<file path="config.mk">
export PLATFORM = sky130hd
export DESIGN_NAME = pior_bank
export DESIGN_NICKNAME = d
export VERILOG_FILES = /design/src/hdl/pior_pkg.sv /design/src/hdl/pior_bank.sv
export SDC_FILE = /design/constraint.sdc
export NUM_CORES = 2
export LEC_CHECK = 0
export BUFFER_PORTS_ARGS = -buffer_cell sky130_fd_sc_hd__buf_4
export CORE_UTILIZATION = 46
export CTS_CLUSTER_SIZE = 14
export DETAILED_ROUTE_END_ITERATION = 6
export PLACE_DENSITY = 0.66
export SETUP_SLACK_MARGIN = 0.02
export SYNTH_ARGS = -nofsm -noshare
export SYNTH_HDL_FRONTEND = slang
export SYNTH_SLANG_ARGS = --single-unit
</file>
<file path="constraint.sdc">
create_clock -name pclk -period 90.8 [get_ports pclk]
set_input_delay 27.24 -clock pclk [delete_from_list [all_inputs] [get_ports pclk]]
set_output_delay 27.24 -clock pclk [all_outputs]
set_load 0.01 [all_outputs]
</file>
<file path="src/hdl/pior_pkg.sv">
package pior_pkg;

    // register byte offsets (no offsets are printed for this bank)
    localparam logic [7:0] OFS_AIN_ONE      = 8'h00;
    localparam logic [7:0] OFS_AIN_TWO      = 8'h04;
    localparam logic [7:0] OFS_AIN_FOUR     = 8'h08;
    localparam logic [7:0] OFS_AIN_SIX      = 8'h0C;
    localparam logic [7:0] OFS_AOUT_METER   = 8'h10;
    localparam logic [7:0] OFS_AOUT_PRIMARY = 8'h14;
    localparam logic [7:0] OFS_AOUT_OPT0    = 8'h18;
    localparam logic [7:0] OFS_AOUT_OPT1    = 8'h1C;
    localparam logic [7:0] OFS_AOUT_DAC     = 8'h20;
    localparam logic [7:0] OFS_PULSE_SAMPLE = 8'h24;
    localparam logic [7:0] OFS_PULSE_CUM_LO = 8'h28;
    localparam logic [7:0] OFS_PULSE_CUM_HI = 8'h2C;
    localparam logic [7:0] OFS_PULSE_CLEAR  = 8'h30;
    localparam logic [7:0] OFS_PULSE_RUN    = 8'h34;
    localparam logic [7:0] OFS_PID_SP       = 8'h38;
    localparam logic [7:0] OFS_PID_PV       = 8'h3C;
    localparam logic [7:0] OFS_PID_MV       = 8'h40;
    localparam logic [7:0] OFS_PID_CTRL     = 8'h44;
    localparam logic [7:0] OFS_PID2_SP      = 8'h48;
    localparam logic [7:0] OFS_PID2_PV      = 8'h4C;
    localparam logic [7:0] OFS_PID2_MV      = 8'h50;
    localparam logic [7:0] OFS_PID2_CTRL    = 8'h54;
    localparam logic [7:0] OFS_PID_ACTION   = 8'h58;
    localparam logic [7:0] OFS_PID2_ACTION  = 8'h5C;
    localparam logic [7:0] OFS_INC_SCALE    = 8'h60;
    localparam logic [7:0] OFS_PRESCALE     = 8'h64;
    localparam logic [7:0] OFS_AOUT_SEL     = 8'h68;
    localparam logic [7:0] OFS_PULSE_IO_SEL = 8'h6C;
    localparam logic [7:0] OFS_PULSE_DIV    = 8'h70;

    localparam int NUM_AIN  = 4;
    localparam int NUM_AOUT = 5;

    localparam logic [15:0] AOUT_SRC_PROGRAM = 16'h0046; // 70
    localparam logic [15:0] SAMPLE_MAX       = 16'h7FFF; // 32767
    localparam logic [15:0] PRESCALE_MAX     = 16'h7FFF;
    localparam logic [15:0] PRESCALE_RESET   = 16'h0001;
    localparam logic [2:0]  INC_SCALE_RESET  = 3'h0;
    localparam logic [2:0]  INC_SCALE_MAX    = 3'h5;
    localparam logic [31:0] CUM_MAX          = 32'h05F5_E0FF; // 99999999

    // pid action codes
    localparam logic [15:0] ACT_DEV_REV_RUN  = 16'h0046; // 70
    localparam logic [15:0] ACT_DEV_FWD_RUN  = 16'h0047; // 71
    localparam logic [15:0] ACT_MS_REV_RUN   = 16'h0050; // 80
    localparam logic [15:0] ACT_MS_FWD_RUN   = 16'h0051; // 81
    localparam logic [15:0] ACT_DEV_REV_FREE = 16'h005A; // 90
    localparam logic [15:0] ACT_DEV_FWD_FREE = 16'h005B; // 91
    localparam logic [15:0] ACT_MS_REV_FREE  = 16'h0064; // 100
    localparam logic [15:0] ACT_MS_FWD_FREE  = 16'h0065; // 101

    // 0.01 % units
    localparam logic signed [15:0] PCT_MAX = 16'sh2710; // +100.00
    localparam logic signed [15:0] PCT_MIN = -16'sh2710;

    typedef enum logic [2:0] {
        ST_IDLE = 3'b001,
        ST_MUL  = 3'b010,
        ST_ACC  = 3'b100
    } pior_cnt_state_type;

    typedef struct packed {
        logic        active;   // pid output may update
        logic        forward;
        logic        deviation;
        logic        enabled;
    } pior_pid_mode_type;

endpackage

</file>
<file path="src/hdl/pior_bank.sv">
// How it works
// - four read-only analog input registers, 0.1 percent units
// - terminals exchange data only on the end-of-scan strobe
// - inputs are raw instantaneous samples, no filtering applied
// - analog output follows its register only when its source select is 70
// - run register 1 counts pulses, 0 stops counting
// - sample register holds last cycle's scaled count, 0 to 32767
// - sample equals raw pulses times prescale times increment factor
// - increment select 0 none, 1..5 x1 down to x0.0001, reset 0
// - prescale accepts 0 to 32767, resets to 1
// - cumulative count spans low and high words, 0 to 99999999
// - clear request 1 clears the counts, 0 leaves them
// - pid reads set point and measured value, writes manipulated amount
// - modes 70,71,80,81 compute only after drive start, else 0
// - modes 90..101 compute on control 1, no effect on frequency
// - action select decodes disabled, deviation and measured modes
// - second independent pid instance with its own registers
// - set point 0..100 percent, deviation -100..100, 0.01 percent
// - out-of-range pid inputs operate at the nearest limit
//
// Added by the designer: the address map and the APB register port.
`timescale 1ns/1ps
`default_nettype none
module pior_bank
    import pior_pkg::*;
(
    input  wire logic        pclk,
    input  wire logic        presetn,
    input  wire logic        psel,
    input  wire logic        penable,
    input  wire logic        pwrite,
    input  wire logic [7:0]  paddr,
    input  wire logic [31:0] pwdata,
    output logic      [31:0] prdata,
    output logic             pready,
    output logic             pslverr,
    input  wire logic        end_of_scan,
    input  wire logic [63:0] analog_in_raw,
    output logic      [79:0] analog_out,
    input  wire logic [15:0] pulse_in_count,
    input  wire logic        drive_running,
    input  wire logic        pid_enable_input,
    input  wire logic        second_pid_enable_input,
    input  wire logic        pid_enable_assigned,
    input  wire logic        second_pid_enable_assigned,
    output logic             pid_freq_apply
);

    function automatic logic signed [15:0] clamp_pct(
        input logic signed [15:0] v, input logic signed [15:0] lo);
        if (v > PCT_MAX) clamp_pct = PCT_MAX;
        else if (v < lo) clamp_pct = lo;
        else clamp_pct = v;
    endfunction

    function automatic pior_pid_mode_type decode_act(
        input logic [15:0] a, input logic run, input logic ctl);
        pior_pid_mode_type m;
        m = '0;
        case (a)
            ACT_DEV_REV_RUN, ACT_DEV_FWD_RUN,
            ACT_MS_REV_RUN, ACT_MS_FWD_RUN: begin
                m.enabled = 1'b1;
                m.active  = ctl && run;
            end
            ACT_DEV_REV_FREE, ACT_DEV_FWD_FREE,
            ACT_MS_REV_FREE, ACT_MS_FWD_FREE: begin
                m.enabled = 1'b1;
                m.active  = ctl;
            end
            default: m = '0;
        endcase
        m.forward   = a[0];
        m.deviation = (a == ACT_DEV_REV_RUN) || (a == ACT_DEV_FWD_RUN) ||
                      (a == ACT_DEV_REV_FREE) || (a == ACT_DEV_FWD_FREE);
        decode_act = m;
    endfunction

    ////////////////////////////////////////////////////////////////////////
    logic [15:0] ain_reg [NUM_AIN];
    logic [15:0] aout_reg [NUM_AOUT];
    logic [15:0] aout_sel_reg [NUM_AOUT];
    logic [79:0] analog_out_reg;
    logic [15:0] sample_reg;
    logic [31:0] cum_reg;
    logic        clear_reg;
    logic        run_reg;
    logic [2:0]  inc_scale_reg;
    logic [15:0] prescale_reg;
    logic [15:0] pulse_io_sel_reg;
    logic [15:0] pulse_div_reg;
    logic [15:0] sp_reg [2];
    logic [15:0] pv_reg [2];
    logic [15:0] mv_reg [2];
    logic        ctl_reg [2];
    logic [15:0] act_reg [2];
    logic        freq_reg;
    logic [31:0] prdata_reg;
    logic        pslverr_reg;
    logic        pready_reg;
    pior_cnt_state_type st_reg;
    logic [31:0] prod_reg;

    logic wr_en;
    logic rd_en;
    logic hit;
    assign wr_en = psel && penable && pwrite;
    assign rd_en = psel && penable && !pwrite;

    ////////////////////////////////////////////////////////////////////////
    // analog input and output exchange, only at end of scan
    always_ff @(posedge pclk or negedge presetn) begin
        if (!presetn) begin
            for (int i = 0; i < NUM_AIN; i++) ain_reg[i] <= 16'h0000;
            analog_out_reg <= 80'h0;
        end else if (end_of_scan) begin
            for (int i = 0; i < NUM_AIN; i++)
                ain_reg[i] <= analog_in_raw[16*i +: 16];
            for (int i = 0; i < NUM_AOUT; i++)
                if (aout_sel_reg[i] == AOUT_SRC_PROGRAM)
                    analog_out_reg[16*i +: 16] <= aout_reg[i];
        end
    end
    assign analog_out = analog_out_reg;

    ////////////////////////////////////////////////////////////////////////
    // software-written registers
    always_ff @(posedge pclk or negedge presetn) begin
        if (!presetn) begin
            for (int i = 0; i < NUM_AOUT; i++) begin
                aout_reg[i]     <= 16'h0000;
                aout_sel_reg[i] <= 16'h0000;
            end
            run_reg          <= 1'b0;
            inc_scale_reg    <= INC_SCALE_RESET;
            prescale_reg     <= PRESCALE_RESET;
            pulse_io_sel_reg <= 16'h0000;
            pulse_div_reg    <= 16'h0000;
            for (int k = 0; k < 2; k++) begin
                sp_reg[k]  <= 16'h0000;
                pv_reg[k]  <= 16'h0000;
                ctl_reg[k] <= 1'b0;
                act_reg[k] <= 16'h0000;
            end
        end else if (wr_en) begin
            case (paddr)
                OFS_AOUT_METER:   aout_reg[0] <= pwdata[15:0];
                OFS_AOUT_PRIMARY: aout_reg[1] <= pwdata[15:0];
                OFS_AOUT_OPT0:    aout_reg[2] <= pwdata[15:0];
                OFS_AOUT_OPT1:    aout_reg[3] <= pwdata[15:0];
                OFS_AOUT_DAC:     aout_reg[4] <= pwdata[15:0];
                OFS_AOUT_SEL:     aout_sel_reg[pwdata[18:16] < 3'h5 ?
                                  pwdata[18:16] : 3'h0] <= pwdata[15:0];
                OFS_PULSE_RUN:    run_reg <= pwdata[0];
                OFS_INC_SCALE:
                    if (pwdata[2:0] <= INC_SCALE_MAX)
                        inc_scale_reg <= pwdata[2:0];
                OFS_PRESCALE:
                    if (pwdata[15:0] <= PRESCALE_MAX)
                        prescale_reg <= pwdata[15:0];
                OFS_PULSE_IO_SEL: pulse_io_sel_reg <= pwdata[15:0];
                OFS_PULSE_DIV:    pulse_div_reg <= pwdata[15:0];
                OFS_PID_SP:       sp_reg[0] <= pwdata[15:0];
                OFS_PID_PV:       pv_reg[0] <= pwdata[15:0];
                OFS_PID_CTRL:     ctl_reg[0] <= pwdata[0];
                OFS_PID_ACTION:   act_reg[0] <= pwdata[15:0];
                OFS_PID2_SP:      sp_reg[1] <= pwdata[15:0];
                OFS_PID2_PV:      pv_reg[1] <= pwdata[15:0];
                OFS_PID2_CTRL:    ctl_reg[1] <= pwdata[0];
                OFS_PID2_ACTION:  act_reg[1] <= pwdata[15:0];
                default: ;
            endcase
        end
    end

    // clear request is a pulse: it self-clears after acting
    always_ff @(posedge pclk or negedge presetn) begin
        if (!presetn) clear_reg <= 1'b0;
        else if (wr_en && paddr == OFS_PULSE_CLEAR)
            clear_reg <= pwdata[0];
        else if (end_of_scan) clear_reg <= 1'b0;
    end

    ////////////////////////////////////////////////////////////////////////
    // pulse counter: scaled on each end of scan while run is 1, from the raw cycle count
    logic [31:0] scaled;
    always_comb begin
        case (inc_scale_reg)
            3'h1: scaled = prod_reg;
            3'h2: scaled = prod_reg / 32'd10;
            3'h3: scaled = prod_reg / 32'd100;
            3'h4: scaled = prod_reg / 32'd1000;
            3'h5: scaled = prod_reg / 32'd10000;
            default: scaled = 32'h0000_0000;
        endcase
    end

    always_ff @(posedge pclk or negedge presetn) begin
        if (!presetn) begin
            st_reg     <= ST_IDLE;
            prod_reg   <= 32'h0000_0000;
            sample_reg <= 16'h0000;
            cum_reg    <= 32'h0000_0000;
        end else if (clear_reg && end_of_scan) begin
            st_reg     <= ST_IDLE;
            sample_reg <= 16'h0000;
            cum_reg    <= 32'h0000_0000;
        end else begin
            case (st_reg)
                ST_IDLE:
                    if (end_of_scan && run_reg) begin
                        prod_reg <= {16'h0000, pulse_in_count} *
                                    {16'h0000, prescale_reg};
                        st_reg <= ST_MUL;
                    end
                ST_MUL: begin
                    sample_reg <= (scaled > {16'h0000, SAMPLE_MAX}) ?
                                  SAMPLE_MAX : scaled[15:0];
                    st_reg <= ST_ACC;
                end
                ST_ACC: begin
                    cum_reg <= (cum_reg + {16'h0000, sample_reg} > CUM_MAX)
                               ? CUM_MAX
                               : cum_reg + {16'h0000, sample_reg};
                    st_reg <= ST_IDLE;
                end
                default: st_reg <= ST_IDLE;
            endcase
        end
    end

    ////////////////////////////////////////////////////////////////////////
    // pid interface; the algorithm proper lives elsewhere, here a
    // proportional stand-in so the register path is exercised
    always_ff @(posedge pclk or negedge presetn) begin
        if (!presetn) begin
            mv_reg[0] <= 16'h0000;
            mv_reg[1] <= 16'h0000;
            freq_reg  <= 1'b0;
        end else if (end_of_scan) begin
            freq_reg <= 1'b0;
            for (int k = 0; k < 2; k++) begin
                pior_pid_mode_type m;
                logic signed [15:0] sp;
                logic signed [15:0] pv;
                logic signed [16:0] e;
                logic               en_ok;
                m  = decode_act(act_reg[k], drive_running, ctl_reg[k]);
                sp = clamp_pct(sp_reg[k], m.deviation ? PCT_MIN :
                               16'sh0000);
                pv = clamp_pct(pv_reg[k], 16'sh0000);
                e  = m.deviation ? 17'(sp) : 17'(sp) - 17'(pv);
                if (!m.forward) e = -e;
                en_ok = (k == 0) ? (!pid_enable_assigned || pid_enable_input)
                        : (!second_pid_enable_assigned ||
                           second_pid_enable_input);
                if (m.active && en_ok) begin
                    mv_reg[k] <= (e > 17'(PCT_MAX)) ? PCT_MAX :
                                 (e < 17'(PCT_MIN)) ? PCT_MIN : e[15:0];
                    if (act_reg[k] < ACT_DEV_REV_FREE)
                        freq_reg <= 1'b1;
                end else if (!m.active) begin
                    mv_reg[k] <= 16'h0000;
                end
            end
        end
    end
    assign pid_freq_apply = freq_reg;

    ////////////////////////////////////////////////////////////////////////
    // apb read side, zero wait states
    always_comb begin
        hit = 1'b1;
        case (paddr)
            OFS_AIN_ONE, OFS_AIN_TWO, OFS_AIN_FOUR, OFS_AIN_SIX,
            OFS_AOUT_METER, OFS_AOUT_PRIMARY, OFS_AOUT_OPT0, OFS_AOUT_OPT1,
            OFS_AOUT_DAC, OFS_PULSE_SAMPLE, OFS_PULSE_CUM_LO,
            OFS_PULSE_CUM_HI, OFS_PULSE_CLEAR, OFS_PULSE_RUN, OFS_PID_SP,
            OFS_PID_PV, OFS_PID_MV, OFS_PID_CTRL, OFS_PID2_SP, OFS_PID2_PV,
            OFS_PID2_MV, OFS_PID2_CTRL, OFS_PID_ACTION, OFS_PID2_ACTION,
            OFS_INC_SCALE, OFS_PRESCALE, OFS_AOUT_SEL, OFS_PULSE_IO_SEL,
            OFS_PULSE_DIV: hit = 1'b1;
            default: hit = 1'b0;
        endcase
    end

    always_ff @(posedge pclk or negedge presetn) begin
        if (!presetn) prdata_reg <= 32'h0000_0000;
        else if (psel && !penable && !pwrite) begin
            case (paddr)
                OFS_AIN_ONE:      prdata_reg <= {16'h0, ain_reg[0]};
                OFS_AIN_TWO:      prdata_reg <= {16'h0, ain_reg[1]};
                OFS_AIN_FOUR:     prdata_reg <= {16'h0, ain_reg[2]};
                OFS_AIN_SIX:      prdata_reg <= {16'h0, ain_reg[3]};
                OFS_AOUT_METER:   prdata_reg <= {16'h0, aout_reg[0]};
                OFS_AOUT_PRIMARY: prdata_reg <= {16'h0, aout_reg[1]};
                OFS_AOUT_OPT0:    prdata_reg <= {16'h0, aout_reg[2]};
                OFS_AOUT_OPT1:    prdata_reg <= {16'h0, aout_reg[3]};
                OFS_AOUT_DAC:     prdata_reg <= {16'h0, aout_reg[4]};
                OFS_PULSE_SAMPLE: prdata_reg <= {16'h0, sample_reg};
                OFS_PULSE_CUM_LO: prdata_reg <= {16'h0, cum_reg[15:0]};
                OFS_PULSE_CUM_HI: prdata_reg <= {16'h0, cum_reg[31:16]};
                OFS_PULSE_CLEAR:  prdata_reg <= {31'h0, clear_reg};
                OFS_PULSE_RUN:    prdata_reg <= {31'h0, run_reg};
                OFS_PID_SP:       prdata_reg <= {16'h0, sp_reg[0]};
                OFS_PID_PV:       prdata_reg <= {16'h0, pv_reg[0]};
                OFS_PID_MV:       prdata_reg <= {16'h0, mv_reg[0]};
                OFS_PID_CTRL:     prdata_reg <= {31'h0, ctl_reg[0]};
                OFS_PID2_SP:      prdata_reg <= {16'h0, sp_reg[1]};
                OFS_PID2_PV:      prdata_reg <= {16'h0, pv_reg[1]};
                OFS_PID2_MV:      prdata_reg <= {16'h0, mv_reg[1]};
                OFS_PID2_CTRL:    prdata_reg <= {31'h0, ctl_reg[1]};
                OFS_PID_ACTION:   prdata_reg <= {16'h0, act_reg[0]};
                OFS_PID2_ACTION:  prdata_reg <= {16'h0, act_reg[1]};
                OFS_INC_SCALE:    prdata_reg <= {29'h0, inc_scale_reg};
                OFS_PRESCALE:     prdata_reg <= {16'h0, prescale_reg};
                OFS_PULSE_IO_SEL: prdata_reg <= {16'h0, pulse_io_sel_reg};
                OFS_PULSE_DIV:    prdata_reg <= {16'h0, pulse_div_reg};
                default:          prdata_reg <= 32'h0000_0000;
            endcase
        end
    end
    // error flag loaded at setup so it stands through the access cycle
    always_ff @(posedge pclk or negedge presetn) begin
        if (!presetn) pslverr_reg <= 1'b0;
        else if (psel && !penable) pslverr_reg <= !hit;
    end

    // zero wait states, but kept in a flop so every output is registered
    always_ff @(posedge pclk or negedge presetn) begin
        if (!presetn) pready_reg <= 1'b1;
        else pready_reg <= 1'b1;
    end

    assign prdata  = prdata_reg;
    assign pready  = pready_reg;
    assign pslverr = pslverr_reg;

    ////////////////////////////////////////////////////////////////////////
    a_sample_range: assert property (@(posedge pclk) disable iff (!presetn)
        sample_reg <= SAMPLE_MAX)
        else $error("sample count above limit");
    a_cum_range: assert property (@(posedge pclk) disable iff (!presetn)
        cum_reg <= CUM_MAX)
        else $error("cumulative count above limit");
    a_ain_hold: assert property (@(posedge pclk) disable iff (!presetn)
        !$past(end_of_scan) |-> $stable(ain_reg[0]))
        else $error("analog input changed outside end of scan");
    a_stop_holds: assert property (@(posedge pclk) disable iff (!presetn)
        (st_reg == ST_IDLE && !end_of_scan) |=> $stable(cum_reg))
        else $error("cumulative count moved while idle");
    a_mv_zero: assert property (@(posedge pclk) disable iff (!presetn)
        (end_of_scan && act_reg[0] == ACT_DEV_REV_RUN && !drive_running)
        |=> mv_reg[0] == 16'h0000)
        else $error("manipulated amount not zero before start");
    a_clear_cnt: assert property (@(posedge pclk) disable iff (!presetn)
        (clear_reg && end_of_scan) |=> cum_reg == 32'h0)
        else $error("count not cleared on request");
    a_prescale_rng: assert property (@(posedge pclk) disable iff (!presetn)
        prescale_reg <= PRESCALE_MAX)
        else $error("prescale out of range");
    a_mv_range: assert property (@(posedge pclk) disable iff (!presetn)
        $signed(mv_reg[1]) <= PCT_MAX && $signed(mv_reg[1]) >= PCT_MIN)
        else $error("second manipulated amount out of range");

endmodule
`default_nettype wire

</file>
==> flow_metrics.env <==
export IMPL_synth_top_area_share_pct=25.8
export IMPL_rows=128
export IMPL_netlist_instances=6368
export IMPL_io_buffer_count=215
export IMPL_netlist_area_um2=56900
export IMPL_yosys_area_top_type="dfrtp_1"
export IMPL_antenna_found_initial=7
export IMPL_dieHeight_um=354
export IMPL_crit_type="register to register"
export IMPL_fin_crit_sh_pct=93.3
export IMPL_synth_most_common_cell="nand2_1"
export IMPL_setup_viol_count_final=0
export IMPL_crit_path_top_delay_cell="or4_1"
export IMPL_drt_wl_total_um=185000
export IMPL_pre_cts_ws_ns=1.60
export IMPL_grt_pass1_wl_um=284000
export IMPL_clock_path_buffers=3
export IMPL_die_w_um=354
export IMPL_drc=19
export IMPL_r2r_start="prod_reg[2]"
export IMPL_routabilityCongestion=0.979
export IMPL_antenna_left=0
export IMPL_fin_crit_ns=84.72
export IMPL_yosysSeqAreaShare_pct=25.8
export IMPL_grt_max_degree=118
export IMPL_core_area_um2=122000
export IMPL_grt_busiest_layer="met2"
export IMPL_initial_utilization_pct=46.5
export IMPL_violations="DRC"
export IMPL_avgRoutedWirePerCell_um=22.6
export IMPL_yosysWarnings=0
export IMPL_die_area_um2=125000
export IMPL_hold_viol=0
export IMPL_cp_slowest_stage_delay_ns=0.66
export IMPL_area_growth_synth_to_final_pct=11.0
export IMPL_ys_top_cells_by_area="dfrtp_1 (26%), ha_1 (10%), mux2_2 (9.5%)"
export IMPL_timing_critical_path_from_type="register"
export IMPL_async_flop_share_pct=100
export IMPL_cp_endpoint="sample_reg[0]"
export IMPL_setup_tns_ns=0
export IMPL_fin_cells=8205
export IMPL_place_inst=8071
export IMPL_nNetsFinal=7316
export IMPL_insertion_delay_ns=0.67
export IMPL_outcome="finished with violations"
export IMPL_final_setup_worst_slack_ns=6.08
export IMPL_drt_iter0_drc=4355
export IMPL_cp_data_required_time_ns=91.27
export IMPL_vias=50743
export IMPL_drv_cap=0
export IMPL_r2r_cells=420
export IMPL_grt_overflow=0
export IMPL_cts_tree="yes"
export IMPL_worst_path_max_fanout=17
export IMPL_via_per_inst=6.18
export IMPL_cts_buffers=55
export IMPL_grtUsageMet3_pct=4.12
export IMPL_gr_usage_met1_pct=39.4
export IMPL_utilization_pct=51.7
export IMPL_drive_gt1_share_pct=18.5
export IMPL_yosys_register_bits=588
export IMPL_final_max_slew_viol_count=0
export IMPL_place_detailed_hpwl_um=142000
export IMPL_clk_pin_slew_ns=0.07
export IMPL_grt_usage_pct=28.8
export IMPL_cp_startpoint="prod_reg[2]"
export IMPL_pin_count=246
export IMPL_yosysUniqueCellTypes=144
export IMPL_hp_class="register to register"
export IMPL_clkSinkCount=588
export IMPL_cts_root_buf="clkbuf_16"
export IMPL_synth_edff_count=0
export IMPL_dr_pass1_iters=7
export IMPL_ctsHoldBuffers=0
export IMPL_synth_main_ff_cell="dfrtp_1"
export IMPL_synthTopCellsByCount="nand2_1 (607), dfrtp_1 (586), mux2_2 (479), ha_1 (453), nor2_1 (397)"
export IMPL_worst_path_most_repeated_cell="o21a_1"
export IMPL_grt_pass1_vias=48787
export IMPL_fin_skew_ns=0.0454
export IMPL_cp_data_arrival_time_ns=85.19
export IMPL_r2r_slack_ns=6.08
export IMPL_critPathCaptureType="register"
export IMPL_cts_htree_levels=2
export IMPL_syn_avg_cell_area_um2=8.94
export IMPL_maxSlewHeadroom_pct=26.2
export IMPL_grt_util_met2_pct=45.4
export IMPL_max_freq_mhz=11.8
export IMPL_tightest_slew_ns=1.11
export IMPL_r2r_end="sample_reg[0]"
-- worst max-delay path, delay by kind of cell, from the launching register on --
family	cells	cell delay [ns]
simple gates	104	19.46
compound gates	255	50.48
mux	9	1.92
buf+inv	21	2.74
fa+ha+maj	30	9.21
flops	1	0.47
xor+xnor	1	0.08
-- stage by stage --
step	hold WS [ns]	instance area, um^2
finish	0.488	63200
global route	0.499	63200
CTS	0.482	62500
floorplan	0.443	57000
detailed placement	0.468	60600
global placement	0.455	60600
-- layout by cell type (no fill, tap or decap), types with 57 or more instances in the layout --
cell	instances
ha_1	452
mux2_2	479
xnor2_1	180
a21o_1	72
a31oi_1	60
a221oi_1	57
nand3_1	109
a22oi_1	77
dfrtp_1	584
xor2_1	65
nand4_1	98
fa_1	197
o21ai_0	258
buf_4	402
nand2_1	601
a21oi_1	283
and2_1	144
o21a_1	202
nor2_1	383
o31ai_1	124
nor3_1	250
inv_1	362
-- logic make-up after synthesis --
kind of cell,after synthesis,synth area share [%]
AND/OR/NAND/NOR,2021,17.8
AO/OA/AOI/OAI,1637,20.2
buffers and inverters,680,4.77
adder cells (fa/ha/maj),651,16.9
flip-flops,588,25.8
multiplexers,544,10.7
XOR/XNOR,245,3.77
other,2,0.0132
-- what timing repair did --
item | in CTS | in global routing
gates resized for setup | 0 | 98
endpoints found under the setup margin | 0 | 3
setup buffers | 0 | 32
-- final cells by class --
type | instances | area [um^2]
timing repair buffer | 405 | 3060
clock inverter | 20 | 327
clock buffer | 81 | 1600
fill | 11451 | 59100
inverter | 368 | 1380
sequential | 588 | 14700
tap | 1625 | 2030
multi-input combinational | 5117 | 40100
antenna | 1 | 2.50
-- per-layer routing --
metal	vias to the layer above	part of all wire, %
li1	23584	-
met1	24893	43
met2	1888	45
met3	372	7.4
met4	6	4.5
met5	-	0.018
-- worst min-delay path by stage --
stage | start | to | slack [ns] | cells past startpoint
floorplan | aout_sel_reg[0] | aout_sel_reg[0] | 0.44 | 2
global placement | aout_sel_reg[0] | aout_sel_reg[0] | 0.45 | 2
detailed placement | mv_reg[23] | mv_reg[23] | 0.47 | 1
CTS | mv_reg[23] | mv_reg[23] | 0.48 | 1
global route | mv_reg[14] | mv_reg[14] | 0.50 | 1
finish | mv_reg[23] | mv_reg[23] | 0.49 | 1
Power is left out: the tool's default activity adds up to more than one toggle a clock period on the data nets, which glitch-free logic cannot reach.
